### src/shared/msb_pkg.sv
// constants and types shared by the module sideband pin logic
package msb_pkg;

    // ------------------------------------------------------------
    // clock and timing
    // ------------------------------------------------------------
    localparam longint CLK_PERIOD_NS = 10;
    localparam longint NS_PER_MS = 1000000;
    localparam longint NS_PER_S = 1000000000;
    localparam int CNT_W = 34;
    localparam longint T_LP_ENTER_MAX_MS = 9500;
    localparam longint T_HP_INIT_MIN_MS = 100;
    localparam longint T_HP_INIT_MAX_MS = 10000;
    localparam longint T_INIT_MIN_S = 19;
    localparam longint T_INIT_MAX_S = 120;
    localparam longint T_LOS_MIN_NS = 500;
    localparam longint T_LOS_MAX_NS = 400000;
    // longest times round down, least times round up
    localparam longint LP_ENTER_MAX_CYC = T_LP_ENTER_MAX_MS * NS_PER_MS / CLK_PERIOD_NS;
    localparam longint HP_INIT_MIN_CYC =
        (T_HP_INIT_MIN_MS * NS_PER_MS + CLK_PERIOD_NS - 1) / CLK_PERIOD_NS;
    localparam longint HP_INIT_MAX_CYC = T_HP_INIT_MAX_MS * NS_PER_MS / CLK_PERIOD_NS;
    localparam longint INIT_MIN_CYC = (T_INIT_MIN_S * NS_PER_S + CLK_PERIOD_NS - 1) / CLK_PERIOD_NS;
    localparam longint INIT_MAX_CYC = T_INIT_MAX_S * NS_PER_S / CLK_PERIOD_NS;
    localparam int LOS_CNT_W = 16;
    localparam logic [LOS_CNT_W-1:0] LOS_MIN_CYC =
        LOS_CNT_W'((T_LOS_MIN_NS + CLK_PERIOD_NS - 1) / CLK_PERIOD_NS);
    localparam logic [LOS_CNT_W-1:0] LOS_MAX_CYC = LOS_CNT_W'(T_LOS_MAX_NS / CLK_PERIOD_NS);

    // ------------------------------------------------------------
    // register map (byte addresses)
    // ------------------------------------------------------------
    localparam int ADDR_W = 8;
    localparam logic [ADDR_W-1:0] REG_CTRL = 8'h00;
    localparam logic [ADDR_W-1:0] REG_STATUS = 8'h04;
    localparam logic [ADDR_W-1:0] REG_INT_STATUS = 8'h08;
    localparam logic [ADDR_W-1:0] REG_INT_MASK = 8'h0c;
    localparam logic [ADDR_W-1:0] REG_RESET_MIN = 8'h10;
    localparam int CTRL_FORCE_LP_BIT = 0;
    localparam int CTRL_LOS_EN_BIT = 1;
    localparam logic [1:0] CTRL_RESET = 2'h2;
    localparam int STS_SELECTED_BIT = 0;
    localparam int STS_LP_BIT = 1;
    localparam int STS_HP_BIT = 2;
    localparam int STS_INIT_BIT = 3;
    localparam int STS_LOS_BIT = 4;
    localparam int STS_TRANSIT_BIT = 5;
    localparam int EV_W = 5;
    localparam int EV_LOS_CHANGE = 0;
    localparam int EV_LP_ENTERED = 1;
    localparam int EV_HP_ENTERED = 2;
    localparam int EV_INIT_DONE = 3;
    localparam int EV_CMD_IGNORED = 4;
    localparam logic [EV_W-1:0] INT_MASK_RESET = 5'h00;
    localparam int RMIN_W = 16;
    localparam logic [RMIN_W-1:0] RESET_MIN_DEF = 16'h03e8;
    localparam int HTRANS_ACTIVE_BIT = 1;

    // ------------------------------------------------------------
    // input synchroniser lanes
    // ------------------------------------------------------------
    localparam int SYNC_W = 4;
    localparam int SY_SEL = 0;
    localparam int SY_LP = 1;
    localparam int SY_RST = 2;
    localparam int SY_RXLOW = 3;
    localparam logic [SYNC_W-1:0] SYNC_RST_VAL = 4'hf;

    typedef enum logic [2:0] {
        PWR_INIT,
        PWR_LOW,
        PWR_TO_HIGH,
        PWR_HIGH,
        PWR_TO_LOW
    } msb_pwr_state_t;

endpackage : msb_pkg

### src/msb_sideband.sv
// module sideband pin control: select gating, power modes, reset, loss of signal
//
// Register access over AHB-Lite and the address map were decided locally.
`timescale 1ns/1ps
module msb_sideband
    import msb_pkg::*;
#(
    parameter logic [CNT_W-1:0] LP_ENTER_CYC = CNT_W'(LP_ENTER_MAX_CYC),
    parameter logic [CNT_W-1:0] HP_INIT_CYC = CNT_W'(HP_INIT_MIN_CYC),
    parameter logic [CNT_W-1:0] INIT_CYC = CNT_W'(INIT_MIN_CYC)
) (
    input wire logic clock_i,  // core clock, 100 MHz
    input wire logic rst_i,  // async reset, high
    input wire logic ce_i,  // clock enable
    input wire logic module_select_n_i,  // select pin level, low selects
    input wire logic module_select_driven_i,  // host actively drives select
    input wire logic low_power_request_i,  // low-power request pin
    input wire logic module_reset_n_i,  // reset pin, low resets
    input wire logic rx_power_low_i,  // optical power below threshold
    input wire logic mgmt_cmd_valid_i,  // serial engine has a command
    output logic mgmt_cmd_accept_o,  // command may be answered
    output logic mgmt_enable_o,  // serial engine may respond
    output logic low_power_mode_o,  // power rails in low-power mode
    output logic high_power_enable_o,  // full power operation enabled
    output logic receive_signal_lost_o,  // loss of signal pin
    output logic module_absent_flag_o,  // absent pin output level
    output logic module_absent_flag_oe_o,  // absent pin drive enable
    output logic transmit_monitor_clock_out_o,  // monitor clock pin level
    output logic transmit_monitor_clock_out_oe_o,  // monitor clock drive enable
    output logic irq_o,  // level interrupt
    input wire logic hsel_i,  // ahb select
    input wire logic [31:0] haddr_i,  // ahb address
    input wire logic [1:0] htrans_i,  // ahb transfer type
    input wire logic hwrite_i,  // ahb write
    input wire logic [2:0] hsize_i,  // ahb size
    input wire logic [31:0] hwdata_i,  // ahb write data
    input wire logic hready_i,  // ahb bus ready
    output logic hreadyout_o,  // ahb slave ready
    output logic hresp_o,  // ahb response
    output logic [31:0] hrdata_o  // ahb read data
);

    // ------------------------------------------------------------
    // elaboration checks
    // ------------------------------------------------------------
    if (LP_ENTER_CYC < 1 || longint'(LP_ENTER_CYC) > LP_ENTER_MAX_CYC) begin : g_chk_lp
        $error("low-power entry count out of range");
    end
    if (HP_INIT_CYC < 1 || longint'(HP_INIT_CYC) > HP_INIT_MAX_CYC) begin : g_chk_hp
        $error("high-power init count out of range");
    end
    if (INIT_CYC < 1 || longint'(INIT_CYC) > INIT_MAX_CYC) begin : g_chk_init
        $error("reset init count out of range");
    end

    // ------------------------------------------------------------
    // input synchronisation
    // ------------------------------------------------------------
    logic sel_pin_n;
    logic [SYNC_W-1:0] sync_q;

    // an undriven select line floats high
    assign sel_pin_n = module_select_n_i | ~module_select_driven_i;

    msb_sync #(
        .W(SYNC_W),
        .RST_VAL(SYNC_RST_VAL)
    ) u_sync (
        .clock_i(clock_i),
        .rst_i(rst_i),
        .ce_i(ce_i),
        .d_i({rx_power_low_i, module_reset_n_i, low_power_request_i, sel_pin_n}),
        .q_o(sync_q)
    );

    logic selected;
    assign selected = ~sync_q[SY_SEL];

    // ------------------------------------------------------------
    // state
    // ------------------------------------------------------------
    msb_pwr_state_t state_q, state_d;
    logic [CNT_W-1:0] cnt_q, cnt_d;
    logic [RMIN_W:0] rst_low_cnt_q, rst_low_cnt_d;
    logic [LOS_CNT_W-1:0] los_cnt_q, los_cnt_d;
    logic los_q, los_d;
    logic los_pin_q, los_pin_d;
    logic [1:0] ctrl_q, ctrl_d;
    logic [EV_W-1:0] int_status_q, int_status_d;
    logic [EV_W-1:0] int_mask_q, int_mask_d;
    logic [RMIN_W-1:0] reset_min_q, reset_min_d;
    logic wr_pend_q, wr_pend_d;
    logic [ADDR_W-1:0] wr_addr_q, wr_addr_d;
    logic [31:0] hrdata_q, hrdata_d;
    logic soft_rst;
    logic lp_req;
    logic addr_ok;
    logic [EV_W-1:0] events;
    logic [31:0] rd_word;

    assign soft_rst = ~sync_q[SY_RST] && (rst_low_cnt_q == {1'b0, reset_min_q});
    assign lp_req = sync_q[SY_LP] | ctrl_q[CTRL_FORCE_LP_BIT];
    assign addr_ok = hsel_i && htrans_i[HTRANS_ACTIVE_BIT] && hready_i;

    // ------------------------------------------------------------
    // next-state logic
    // ------------------------------------------------------------
    always_comb begin
        state_d = state_q;
        cnt_d = cnt_q;
        rst_low_cnt_d = rst_low_cnt_q;
        los_cnt_d = los_cnt_q;
        los_d = los_q;
        ctrl_d = ctrl_q;
        int_mask_d = int_mask_q;
        reset_min_d = reset_min_q;
        wr_pend_d = 1'b0;
        wr_addr_d = wr_addr_q;
        hrdata_d = hrdata_q;
        events = '0;
        // reset pin low-time counter, saturating just past the minimum
        if (sync_q[SY_RST]) begin
            rst_low_cnt_d = '0;
        end else if (rst_low_cnt_q <= {1'b0, reset_min_q}) begin
            rst_low_cnt_d = rst_low_cnt_q + 1'b1;
        end
        // loss of signal qualifier, needs a stable run to flip
        if (sync_q[SY_RXLOW] == los_q) begin
            los_cnt_d = '0;
        end else if (los_cnt_q == LOS_MIN_CYC - 1'b1) begin
            los_d = sync_q[SY_RXLOW];
            los_cnt_d = '0;
            events[EV_LOS_CHANGE] = 1'b1;
        end else begin
            los_cnt_d = los_cnt_q + 1'b1;
        end
        // power mode sequencer
        unique case (state_q)
            PWR_INIT: begin
                if (!sync_q[SY_RST]) begin
                    cnt_d = '0;
                end else if (cnt_q == INIT_CYC - 1'b1) begin
                    cnt_d = '0;
                    events[EV_INIT_DONE] = 1'b1;
                    state_d = lp_req ? PWR_LOW : PWR_TO_HIGH;
                end else begin
                    cnt_d = cnt_q + 1'b1;
                end
            end
            PWR_LOW: begin
                if (!lp_req) begin
                    state_d = PWR_TO_HIGH;
                end
            end
            PWR_TO_HIGH: begin
                if (lp_req) begin
                    cnt_d = '0;
                    state_d = PWR_TO_LOW;
                end else if (cnt_q == HP_INIT_CYC - 1'b1) begin
                    cnt_d = '0;
                    state_d = PWR_HIGH;
                    events[EV_HP_ENTERED] = 1'b1;
                end else begin
                    cnt_d = cnt_q + 1'b1;
                end
            end
            PWR_HIGH: begin
                if (lp_req) begin
                    state_d = PWR_TO_LOW;
                end
            end
            PWR_TO_LOW: begin
                if (!lp_req) begin
                    cnt_d = '0;
                    state_d = PWR_TO_HIGH;
                end else if (cnt_q == LP_ENTER_CYC - 1'b1) begin
                    cnt_d = '0;
                    state_d = PWR_LOW;
                    events[EV_LP_ENTERED] = 1'b1;
                end else begin
                    cnt_d = cnt_q + 1'b1;
                end
            end
        endcase
        events[EV_CMD_IGNORED] = mgmt_cmd_valid_i & ~selected;
        // ahb address phase: capture writes, prefetch reads
        if (addr_ok && hwrite_i) begin
            wr_pend_d = 1'b1;
            wr_addr_d = haddr_i[ADDR_W-1:0];
        end
        if (addr_ok && !hwrite_i) begin
            hrdata_d = (haddr_i[31:ADDR_W] == '0) ? rd_word : 32'h0000_0000;
        end
        // ahb data phase: commit writes
        if (wr_pend_q) begin
            unique case (wr_addr_q)
                REG_CTRL: ctrl_d = hwdata_i[1:0];
                REG_INT_MASK: int_mask_d = hwdata_i[EV_W-1:0];
                REG_RESET_MIN: reset_min_d = hwdata_i[RMIN_W-1:0];
                default: ;
            endcase
        end
        // sticky events, write one to clear, a new event wins
        int_status_d = int_status_q;
        if (wr_pend_q && wr_addr_q == REG_INT_STATUS) begin
            int_status_d = int_status_q & ~hwdata_i[EV_W-1:0];
        end
        int_status_d = int_status_d | events;
        los_pin_d = los_d & ctrl_d[CTRL_LOS_EN_BIT];
        // complete reset restores every user setting
        if (soft_rst) begin
            state_d = PWR_INIT;
            cnt_d = '0;
            ctrl_d = CTRL_RESET;
            int_mask_d = INT_MASK_RESET;
            reset_min_d = RESET_MIN_DEF;
            int_status_d = '0;
            los_pin_d = los_d & CTRL_RESET[CTRL_LOS_EN_BIT];
        end
    end

    // ------------------------------------------------------------
    // registers, frozen while clock enable is low
    // ------------------------------------------------------------
    always_ff @(posedge clock_i or posedge rst_i) begin
        if (rst_i) begin
            state_q <= PWR_INIT;
            cnt_q <= '0;
            rst_low_cnt_q <= '0;
            los_cnt_q <= '0;
            los_q <= 1'b1;
            los_pin_q <= 1'b1;
            ctrl_q <= CTRL_RESET;
            int_status_q <= '0;
            int_mask_q <= INT_MASK_RESET;
            reset_min_q <= RESET_MIN_DEF;
            wr_pend_q <= 1'b0;
            wr_addr_q <= '0;
            hrdata_q <= '0;
        end else if (ce_i) begin
            state_q <= state_d;
            cnt_q <= cnt_d;
            rst_low_cnt_q <= rst_low_cnt_d;
            los_cnt_q <= los_cnt_d;
            los_q <= los_d;
            los_pin_q <= los_pin_d;
            ctrl_q <= ctrl_d;
            int_status_q <= int_status_d;
            int_mask_q <= int_mask_d;
            reset_min_q <= reset_min_d;
            wr_pend_q <= wr_pend_d;
            wr_addr_q <= wr_addr_d;
            hrdata_q <= hrdata_d;
        end
    end

    // ------------------------------------------------------------
    // read mux
    // ------------------------------------------------------------
    always_comb begin
        rd_word = 32'h0000_0000;
        unique case (haddr_i[ADDR_W-1:0])
            REG_CTRL: rd_word[1:0] = ctrl_q;
            REG_STATUS: begin
                rd_word[STS_SELECTED_BIT] = selected;
                rd_word[STS_LP_BIT] = state_q == PWR_LOW;
                rd_word[STS_HP_BIT] = state_q == PWR_HIGH;
                rd_word[STS_INIT_BIT] = state_q == PWR_INIT;
                rd_word[STS_LOS_BIT] = los_q;
                rd_word[STS_TRANSIT_BIT] = state_q == PWR_TO_HIGH || state_q == PWR_TO_LOW;
            end
            REG_INT_STATUS: rd_word[EV_W-1:0] = int_status_q;
            REG_INT_MASK: rd_word[EV_W-1:0] = int_mask_q;
            REG_RESET_MIN: rd_word[RMIN_W-1:0] = reset_min_q;
            default: ;
        endcase
    end

    // ------------------------------------------------------------
    // outputs
    // ------------------------------------------------------------
    // commands pass only while selected, in any power mode
    assign mgmt_enable_o = selected;
    assign mgmt_cmd_accept_o = mgmt_cmd_valid_i & selected;
    assign low_power_mode_o = state_q != PWR_HIGH && state_q != PWR_TO_HIGH;
    assign high_power_enable_o = state_q == PWR_HIGH;
    assign receive_signal_lost_o = los_pin_q;
    // absent pin pulled to ground internally
    assign module_absent_flag_o = 1'b0;
    assign module_absent_flag_oe_o = 1'b1;
    // no monitor clock, and no reference clock port exists at all
    assign transmit_monitor_clock_out_o = 1'b0;
    assign transmit_monitor_clock_out_oe_o = 1'b0;
    assign irq_o = |(int_status_q & int_mask_q);
    assign hreadyout_o = ce_i;
    assign hresp_o = 1'b0;
    assign hrdata_o = hrdata_q;
endmodule : msb_sideband

### src/msb_sync.sv
// two-flop synchroniser bank for the host sideband inputs
`timescale 1ns/1ps
module msb_sync #(
    parameter int W = 4,
    parameter logic [W-1:0] RST_VAL = '1
) (
    input wire logic clock_i,  // core clock
    input wire logic rst_i,  // async reset, high
    input wire logic ce_i,  // clock enable
    input wire logic [W-1:0] d_i,  // raw inputs
    output logic [W-1:0] q_o  // synchronised outputs
);

    // ------------------------------------------------------------
    // one two-stage lane per bit
    // ------------------------------------------------------------
    for (genvar g = 0; g < W; g++) begin : g_lane
        logic meta_q;
        logic meta_d;
        logic sync_q;
        logic sync_d;

        // hold while clock enable is low
        always_comb begin
            meta_d = ce_i ? d_i[g] : meta_q;
            sync_d = ce_i ? meta_q : sync_q;
        end

        // first stage feeds only the second
        always_ff @(posedge clock_i or posedge rst_i) begin
            if (rst_i) begin
                meta_q <= RST_VAL[g];
                sync_q <= RST_VAL[g];
            end else begin
                meta_q <= meta_d;
                sync_q <= sync_d;
            end
        end

        assign q_o[g] = sync_q;
    end

endmodule : msb_sync
### config.mk
export PLATFORM = sky130hd
export DESIGN_NAME = msb_sideband
export DESIGN_NICKNAME = d
export VERILOG_FILES = /design/src/shared/msb_pkg.sv /design/src/msb_sideband.sv /design/src/msb_sync.sv
export SDC_FILE = /design/constraint.sdc
export NUM_CORES = 1
export LEC_CHECK = 0
export BUFFER_PORTS_ARGS = -buffer_cell sky130_fd_sc_hd__buf_2
export CAP_MARGIN = 20
export CORE_MARGIN = 5
export CORE_UTILIZATION = 55
export DETAILED_ROUTE_END_ITERATION = 8
export PLACE_DENSITY = 0.84
export SLEW_MARGIN = 20
export SYNTH_ARGS = -nofsm -noshare
export SYNTH_HDL_FRONTEND = slang
export SYNTH_SLANG_ARGS = --single-unit
export TNS_END_PERCENT = 100
### constraint.sdc
create_clock -name clock_i -period 8.9 [get_ports clock_i]
set_input_delay 0.445 -clock clock_i [delete_from_list [all_inputs] [get_ports clock_i]]
set_output_delay 0.445 -clock clock_i [all_outputs]
set_load 0.03 [all_outputs]
Yosys cells after proc, flatten, opt, wreduce, memory -nomap -nowiden
Cells that the tools add are included.

Add/subtract/negate cells: 3. Order comparisons: 1. Equal/unequal tests: 25. Muxes and demuxes: 54. Bitwise gates (word level): 12. Reduce and logical (&&, ||, !) cells: 28.

Operator list (count): 34-bit 2-to-1 mux (7); 34-bit case mux with 3 select lines (1); 16-bit 2-to-1 mux (6); 34-bit by 1-bit adder with 34-bit output, second input constant (1); 34-bit by 24-bit equality test with 1-bit output, second input constant (1); 34-bit by 30-bit equality test with 1-bit output, second input constant (1); 34-bit by 31-bit equality test with 1-bit output, second input constant (1); 17-bit 2-to-1 mux (2); 8-bit by 4-bit equality test with 1-bit output, second input constant (4); 3-bit 2-to-1 mux (9); 5-bit 2-to-1 mux (5); 24-bit logical NOT (1); 17-bit by 1-bit adder with 17-bit output, second input constant (1); 17-bit by 16-bit equality test with 1-bit output (1); 17-bit by 16-bit <= comparator with 1-bit output (1); 16-bit by 1-bit adder with 16-bit output, second input constant (1); 16-bit by 6-bit equality test with 1-bit output, second input constant (1); 8-bit by 5-bit equality test with 1-bit output, second input constant (2); 8-bit logical NOT (2); 1-bit 2-to-1 mux (15); 3-bit case mux with 5 select lines (1); 3-bit case mux with 4 select lines (1); 5-bit bitwise AND (2); 10-bit 2-to-1 mux (1); other kinds (27) (55).

Register bits: 149. Input port bits: 81. Output and inout bits: 44. Logic and storage cells: 145.

Depth between registers and ports, before layout
Depth in word-level cells: 6. Mapped depth: 11. Depth with buffers taken out: 9.

Modules after synthesis
A second synthesis with hierarchy kept.

Cells, all modules: 815. Area, all modules: 7598.5 um2.

By module, submodules not included: msb_sideband (instances 1, cells an instance 793, area an instance 7223.2 um2, sequential area each 3139.3 um2); msb_sync (instances 1, cells an instance 22, area an instance 375.4 um2, sequential area each 210.2 um2).

Least setup slack after synthesis
No wires, ideal clock.

Path type: flip-flop to flip-flop. Start point: reg reset_min_q[9]. End point: reg rst_low_cnt_q[4]. Library setup time: 0.126 ns. Arrival time: 2.671 ns. Data required time: 8.774 ns. Path slack: 6.103 ns. Cell stages (with the launch flop): 11. Path buffers: 2. Clock period less this slack: 2.797 ns. Cells stage by stage: dfstp_2 -> inv_1 -> ha_1 -> nand4_1 -> or4_4 -> or2_1 -> buf_6 -> a31oi_4 -> nand2_2 -> buf_2 -> a221o_1.

Word-level cells in the longest chain between the ends: 3.

RTL lines: start: declaration (line msb_sideband.sv:91) `logic [RMIN_W-1:0] reset_min_q, reset_min_d;`; start signal: assignment (line msb_sideband.sv:250) `reset_min_q <= reset_min_d;`; 17-bit by 16-bit <= comparator with 1-bit output (line msb_sideband.sv:124) `end else if (rst_low_cnt_q <= {1'b0, reset_min_q}) begin`; 2-bit nonzero test (no source line); 2-bit AND reduction (no source line); end signal: assignment (line msb_sideband.sv:243) `rst_low_cnt_q <= rst_low_cnt_d;`; end: declaration (line msb_sideband.sv:84) `logic [RMIN_W:0] rst_low_cnt_q, rst_low_cnt_d;`.

No other way between the ends. A chain may end at the register's enable or synchronous reset.

Worst setup path in the final report
Start point: reg rst_low_cnt_q[14]. End point: reg cnt_q[13].

Word-level cells in the longest chain between the ends: 4. Elaborated cells on any way between the ends: 5. Those cells by class: eq/ne: 1; mux: 1; reduce/logical: 3.

RTL lines: 17-bit by 16-bit equality test with 1-bit output (*) (line msb_sideband.sv:101) `assign soft_rst = ~sync_q[SY_RST] && (rst_low_cnt_q == {1'b0, reset_min_q});`; 1-bit logical AND (*) (line msb_sideband.sv:101); 4-bit nonzero test (no source line); 2-bit AND reduction (no source line); end signal: assignment (line msb_sideband.sv:242) `cnt_q <= cnt_d;`; end: declaration (line msb_sideband.sv:83) `logic [CNT_W-1:0] cnt_q, cnt_d;`.

Mark *: on every way between the ends. The rest lies on a longest branch, timed or not.

==> run_results.csv <==
group,metric,value,unit
routing,antenna_left,0,
critical_path,r2r_cells,9,
timing,hold_viol_final,0,
timing,tns,0,ps
yosys,yosys.area.top_type,"dfrtp_1",
layout,syn_to_final_growth,13.98,%
yosys,syn-cell-area,7502,um2
layout,drive_gt1_share,18.58,%
yosys,ys_seq_area_share,44.65,%
grt,grt_start_max_net_pins,84,
timing,fmax,0.3048,GHz
timing,drv_slew,0,
power,report.power.total,0.001563,W
min_path,hold_path.class,"input pin to asynchronous set/reset pin",
layout,fillers,1036,
die,die_area,16080,um2
timing,relSlewSlack,34.54,%
yosys,synth.avg_cell_area,9.228,um2
die,start_util,56.43,%
power,powerDensity,182.8,nW/um2
power,ir_drop,243.3,uV
job,max-cap-violations,0,
routing,dr.first_iter.drc_count,579,
critical_path,r2r_end,"cnt_q[13]$_DFFE_PP0P_",
grt,grt_pass1_wl,29.99,mm
critical_path,path_class,"flop to flop",
clock_tree,cts_resized,0,
power,clkPwrFrac,44.9,%
routing,wl_per_cell,16.82,um
routing,drt-total-wl,18.09,mm
yosys,syn-instance-count,813,
clock_tree,path_clk_slew,60,ps
critical_path,crit_required,9230,ps
routing,drt_pre_antenna_iters,5,
die,die_w,126.8,um
place,portBuffers,83,
critical_path,critPathArrivalTime,3610,ps
clock_tree,htree_levels,4,
place,gp_congestion,0.8945,
timing,fin_crit_sh,36.86,%
layout,diodes,0,
place,dp.final_hpwl,12.42,mm
die,pin_count,125,
layout,nNetsFinal,988,
timing,worst_pin_slew,968.3,ps
clock_tree,cts_buffers,17,
yosys,synth_top_area_share,38.69,%
critical_path,worstSetupStartpoint,"rst_low_cnt_q[14]$_DFFE_PP0P_",
timing,finalClockSkew,9.129,ps
timing,final.setup.worst_slack,5619,ps
layout,final_common_cell,"dfrtp_1",
routing,drc,0,
clock_tree,post_cts_buffers,0,
timing,hold_slack,65.68,ps
critical_path,r2r_slack,5620,ps
yosys,ys_ff_latch,133,
timing,report.final.setup_viol,0,
power,leakagePower,3.839,nW
power,p_comb_share,11.0,%
timing,fin_crit,3281,ps
die,core-area,13300,um2
grt,antenna_found_initial,0,
yosys,post_synth_num_cell_types,72,
critical_path,path_max_fanout,34,
power,p_sw_share,26.45,%
routing,drt-vias-per-instance,5.996,
clock_tree,clock-sinks,133,
yosys,synth.area.top_cells,"dfrtp_1, dfstp_2, nand2_1, o21ai_0, ha_1",
outcome,status,"finished, final reports clean",
die,row_count,42,
critical_path,timing.rr.start,"rst_low_cnt_q[14]$_DFFE_PP0P_",
die,die_h,126.8,um
timing,rsz0062_at_grt,"false",
grt,grt_pass1_vias,6144,
yosys,synth_edf_count,0,
layout,final_cell_mix,"dfrtp_1, nand2_1, buf_2",
yosys,synth_ff_type,"dfrtp_1",
grt,track_usage,22.88,%
power,p_seq_share,44.1,%
yosys,ys_warn_count,0,
routing,via_count,6446,
clock_tree,cts-root-buf,"clkbuf_16",
yosys,synthArstFlopShare,100.0,%
clock_tree,cts_buffer_depth,2,
critical_path,cp-endpoint,"cnt_q[13]$_DFFE_PP0P_",
clock_tree,cts-hold-fix-buffers,0,
power,power_report.internal_total,0.001149,W
place,place_ws,5678,ps
clock_tree,insertion_delay,420,ps
critical_path,startpoint_type,"flop",
grt,grt_overflow_total,0,
clock_tree,cts_tree,"built",
power,p_sw,0.0004134,W
critical_path,crit_path_end_kind,"flop",
[power by group through the flow]
stage / Sequential, W / Combinational [W] / Clock [W]
floorplan: 0.000683 / 0.000139 / 0
CTS: 0.000687 / 0.000172 / 0.000710
detailed placement: 0.000697 / 0.000171 / 0
global route: 0.000694 / 0.000195 / 0.000741
finish: 0.000689 / 0.000172 / 0.000702
global placement: 0.000695 / 0.000166 / 0
[per-stage QoR]
stage | cell area, um2 | utilization [%] | cells
floorplan | 7574 | - | 832
global placement | 7944 | 59.75 | 1043
detailed placement | 7944 | 59.75 | 1043
CTS | 8539 | 64.23 | 1075
global route | 8551 | 64.31 | 1075
finish | 8551 | 64.31 | 1075
[sequential cells by signal (all words and copies together) (netlist names), 5 cells and up]
name,count
los_cnt_q,16
hrdata_o,16
wr_addr_q,8
rst_low_cnt_q,17
int_status_q,5
cnt_q,34
reset_min_q,16
int_mask_q,5
[kinds of logic after synthesis]
| family | after synthesis | synth area share (%) |
|---|---|---|
| simple gates | 344 | 24.18 |
| fa+ha+maj | 21 | 3.502 |
| flops | 133 | 44.65 |
| compound gates | 187 | 16.34 |
| buf+inv | 87 | 5.754 |
| xor+xnor | 18 | 2.101 |
| other cells | 2 | 0.1001 |
| mux | 21 | 3.369 |
[Yosys cell counts, types with 13 or more instances]
master / number
a21oi_1: 36
buf_4: 23
clkbuf_1: 22
dfrtp_1: 116
dfstp_2: 17
ha_1: 21
inv_1: 35
mux2_2: 14
nand2_1: 101
nand3_1: 45
nand4_1: 25
nor2_1: 46
nor3_1: 26
nor4_1: 14
o211ai_1: 13
o21ai_0: 60
o31ai_1: 20
or3_1: 22
[how the worst min path moves through the flow]
stage | from | endpoint | slack [ps] | cells after the start
2_1_floorplan | ctrl_q[1]$_DFFE_PP1P_ | ctrl_q[1]$_DFFE_PP1P_ | 450 | 2
3_3_place_gp | ctrl_q[1]$_DFFE_PP1P_ | ctrl_q[1]$_DFFE_PP1P_ | 460 | 2
3_5_place_dp | ctrl_q[1]$_DFFE_PP1P_ | ctrl_q[1]$_DFFE_PP1P_ | 470 | 2
4_1_cts | rst_i | cnt_q[6]$_DFFE_PP0P_ | 70 | 2
5_1_grt | rst_i | cnt_q[6]$_DFFE_PP0P_ | 90 | 2
6_report | rst_i | cnt_q[6]$_DFFE_PP0P_ | 70 | 2
[critical path: stages (launching register included)]
cell,delay (ps)
dfrtp_1,420
ha_1,380
nand4b_4,130
or4_4,610
nor2_8,240
o21ai_2,90
buf_4,270
or3_4,560
or3_1,380
o21ai_0,90
[area by class of cell]
type / count / area [um2] / area share, %
clock buffers: 21 / 470.5 / 5.502
clock inverters: 11 / 125.1 / 1.463
repair buffers: 86 / 441.7 / 5.165
multi-input cells: 612 / 3804 / 44.48
flip-flops and latches: 133 / 3349 / 39.17
well taps: 176 / 220.2 / 2.575
inverters: 36 / 140.1 / 1.639
[metal layers]
layer / GRT usage, % / part of all wire [%] / up-vias
li1: - / - / 3088
met1: 30.90 / 43 / 3093
met2: 36.27 / 48 / 228
met3: 5.464 / 6.1 / 37
met4: 8.013 / 2.1 / 0
met5: 0 / 0 / -
Note: power is estimated with default switching activity, not from simulation.
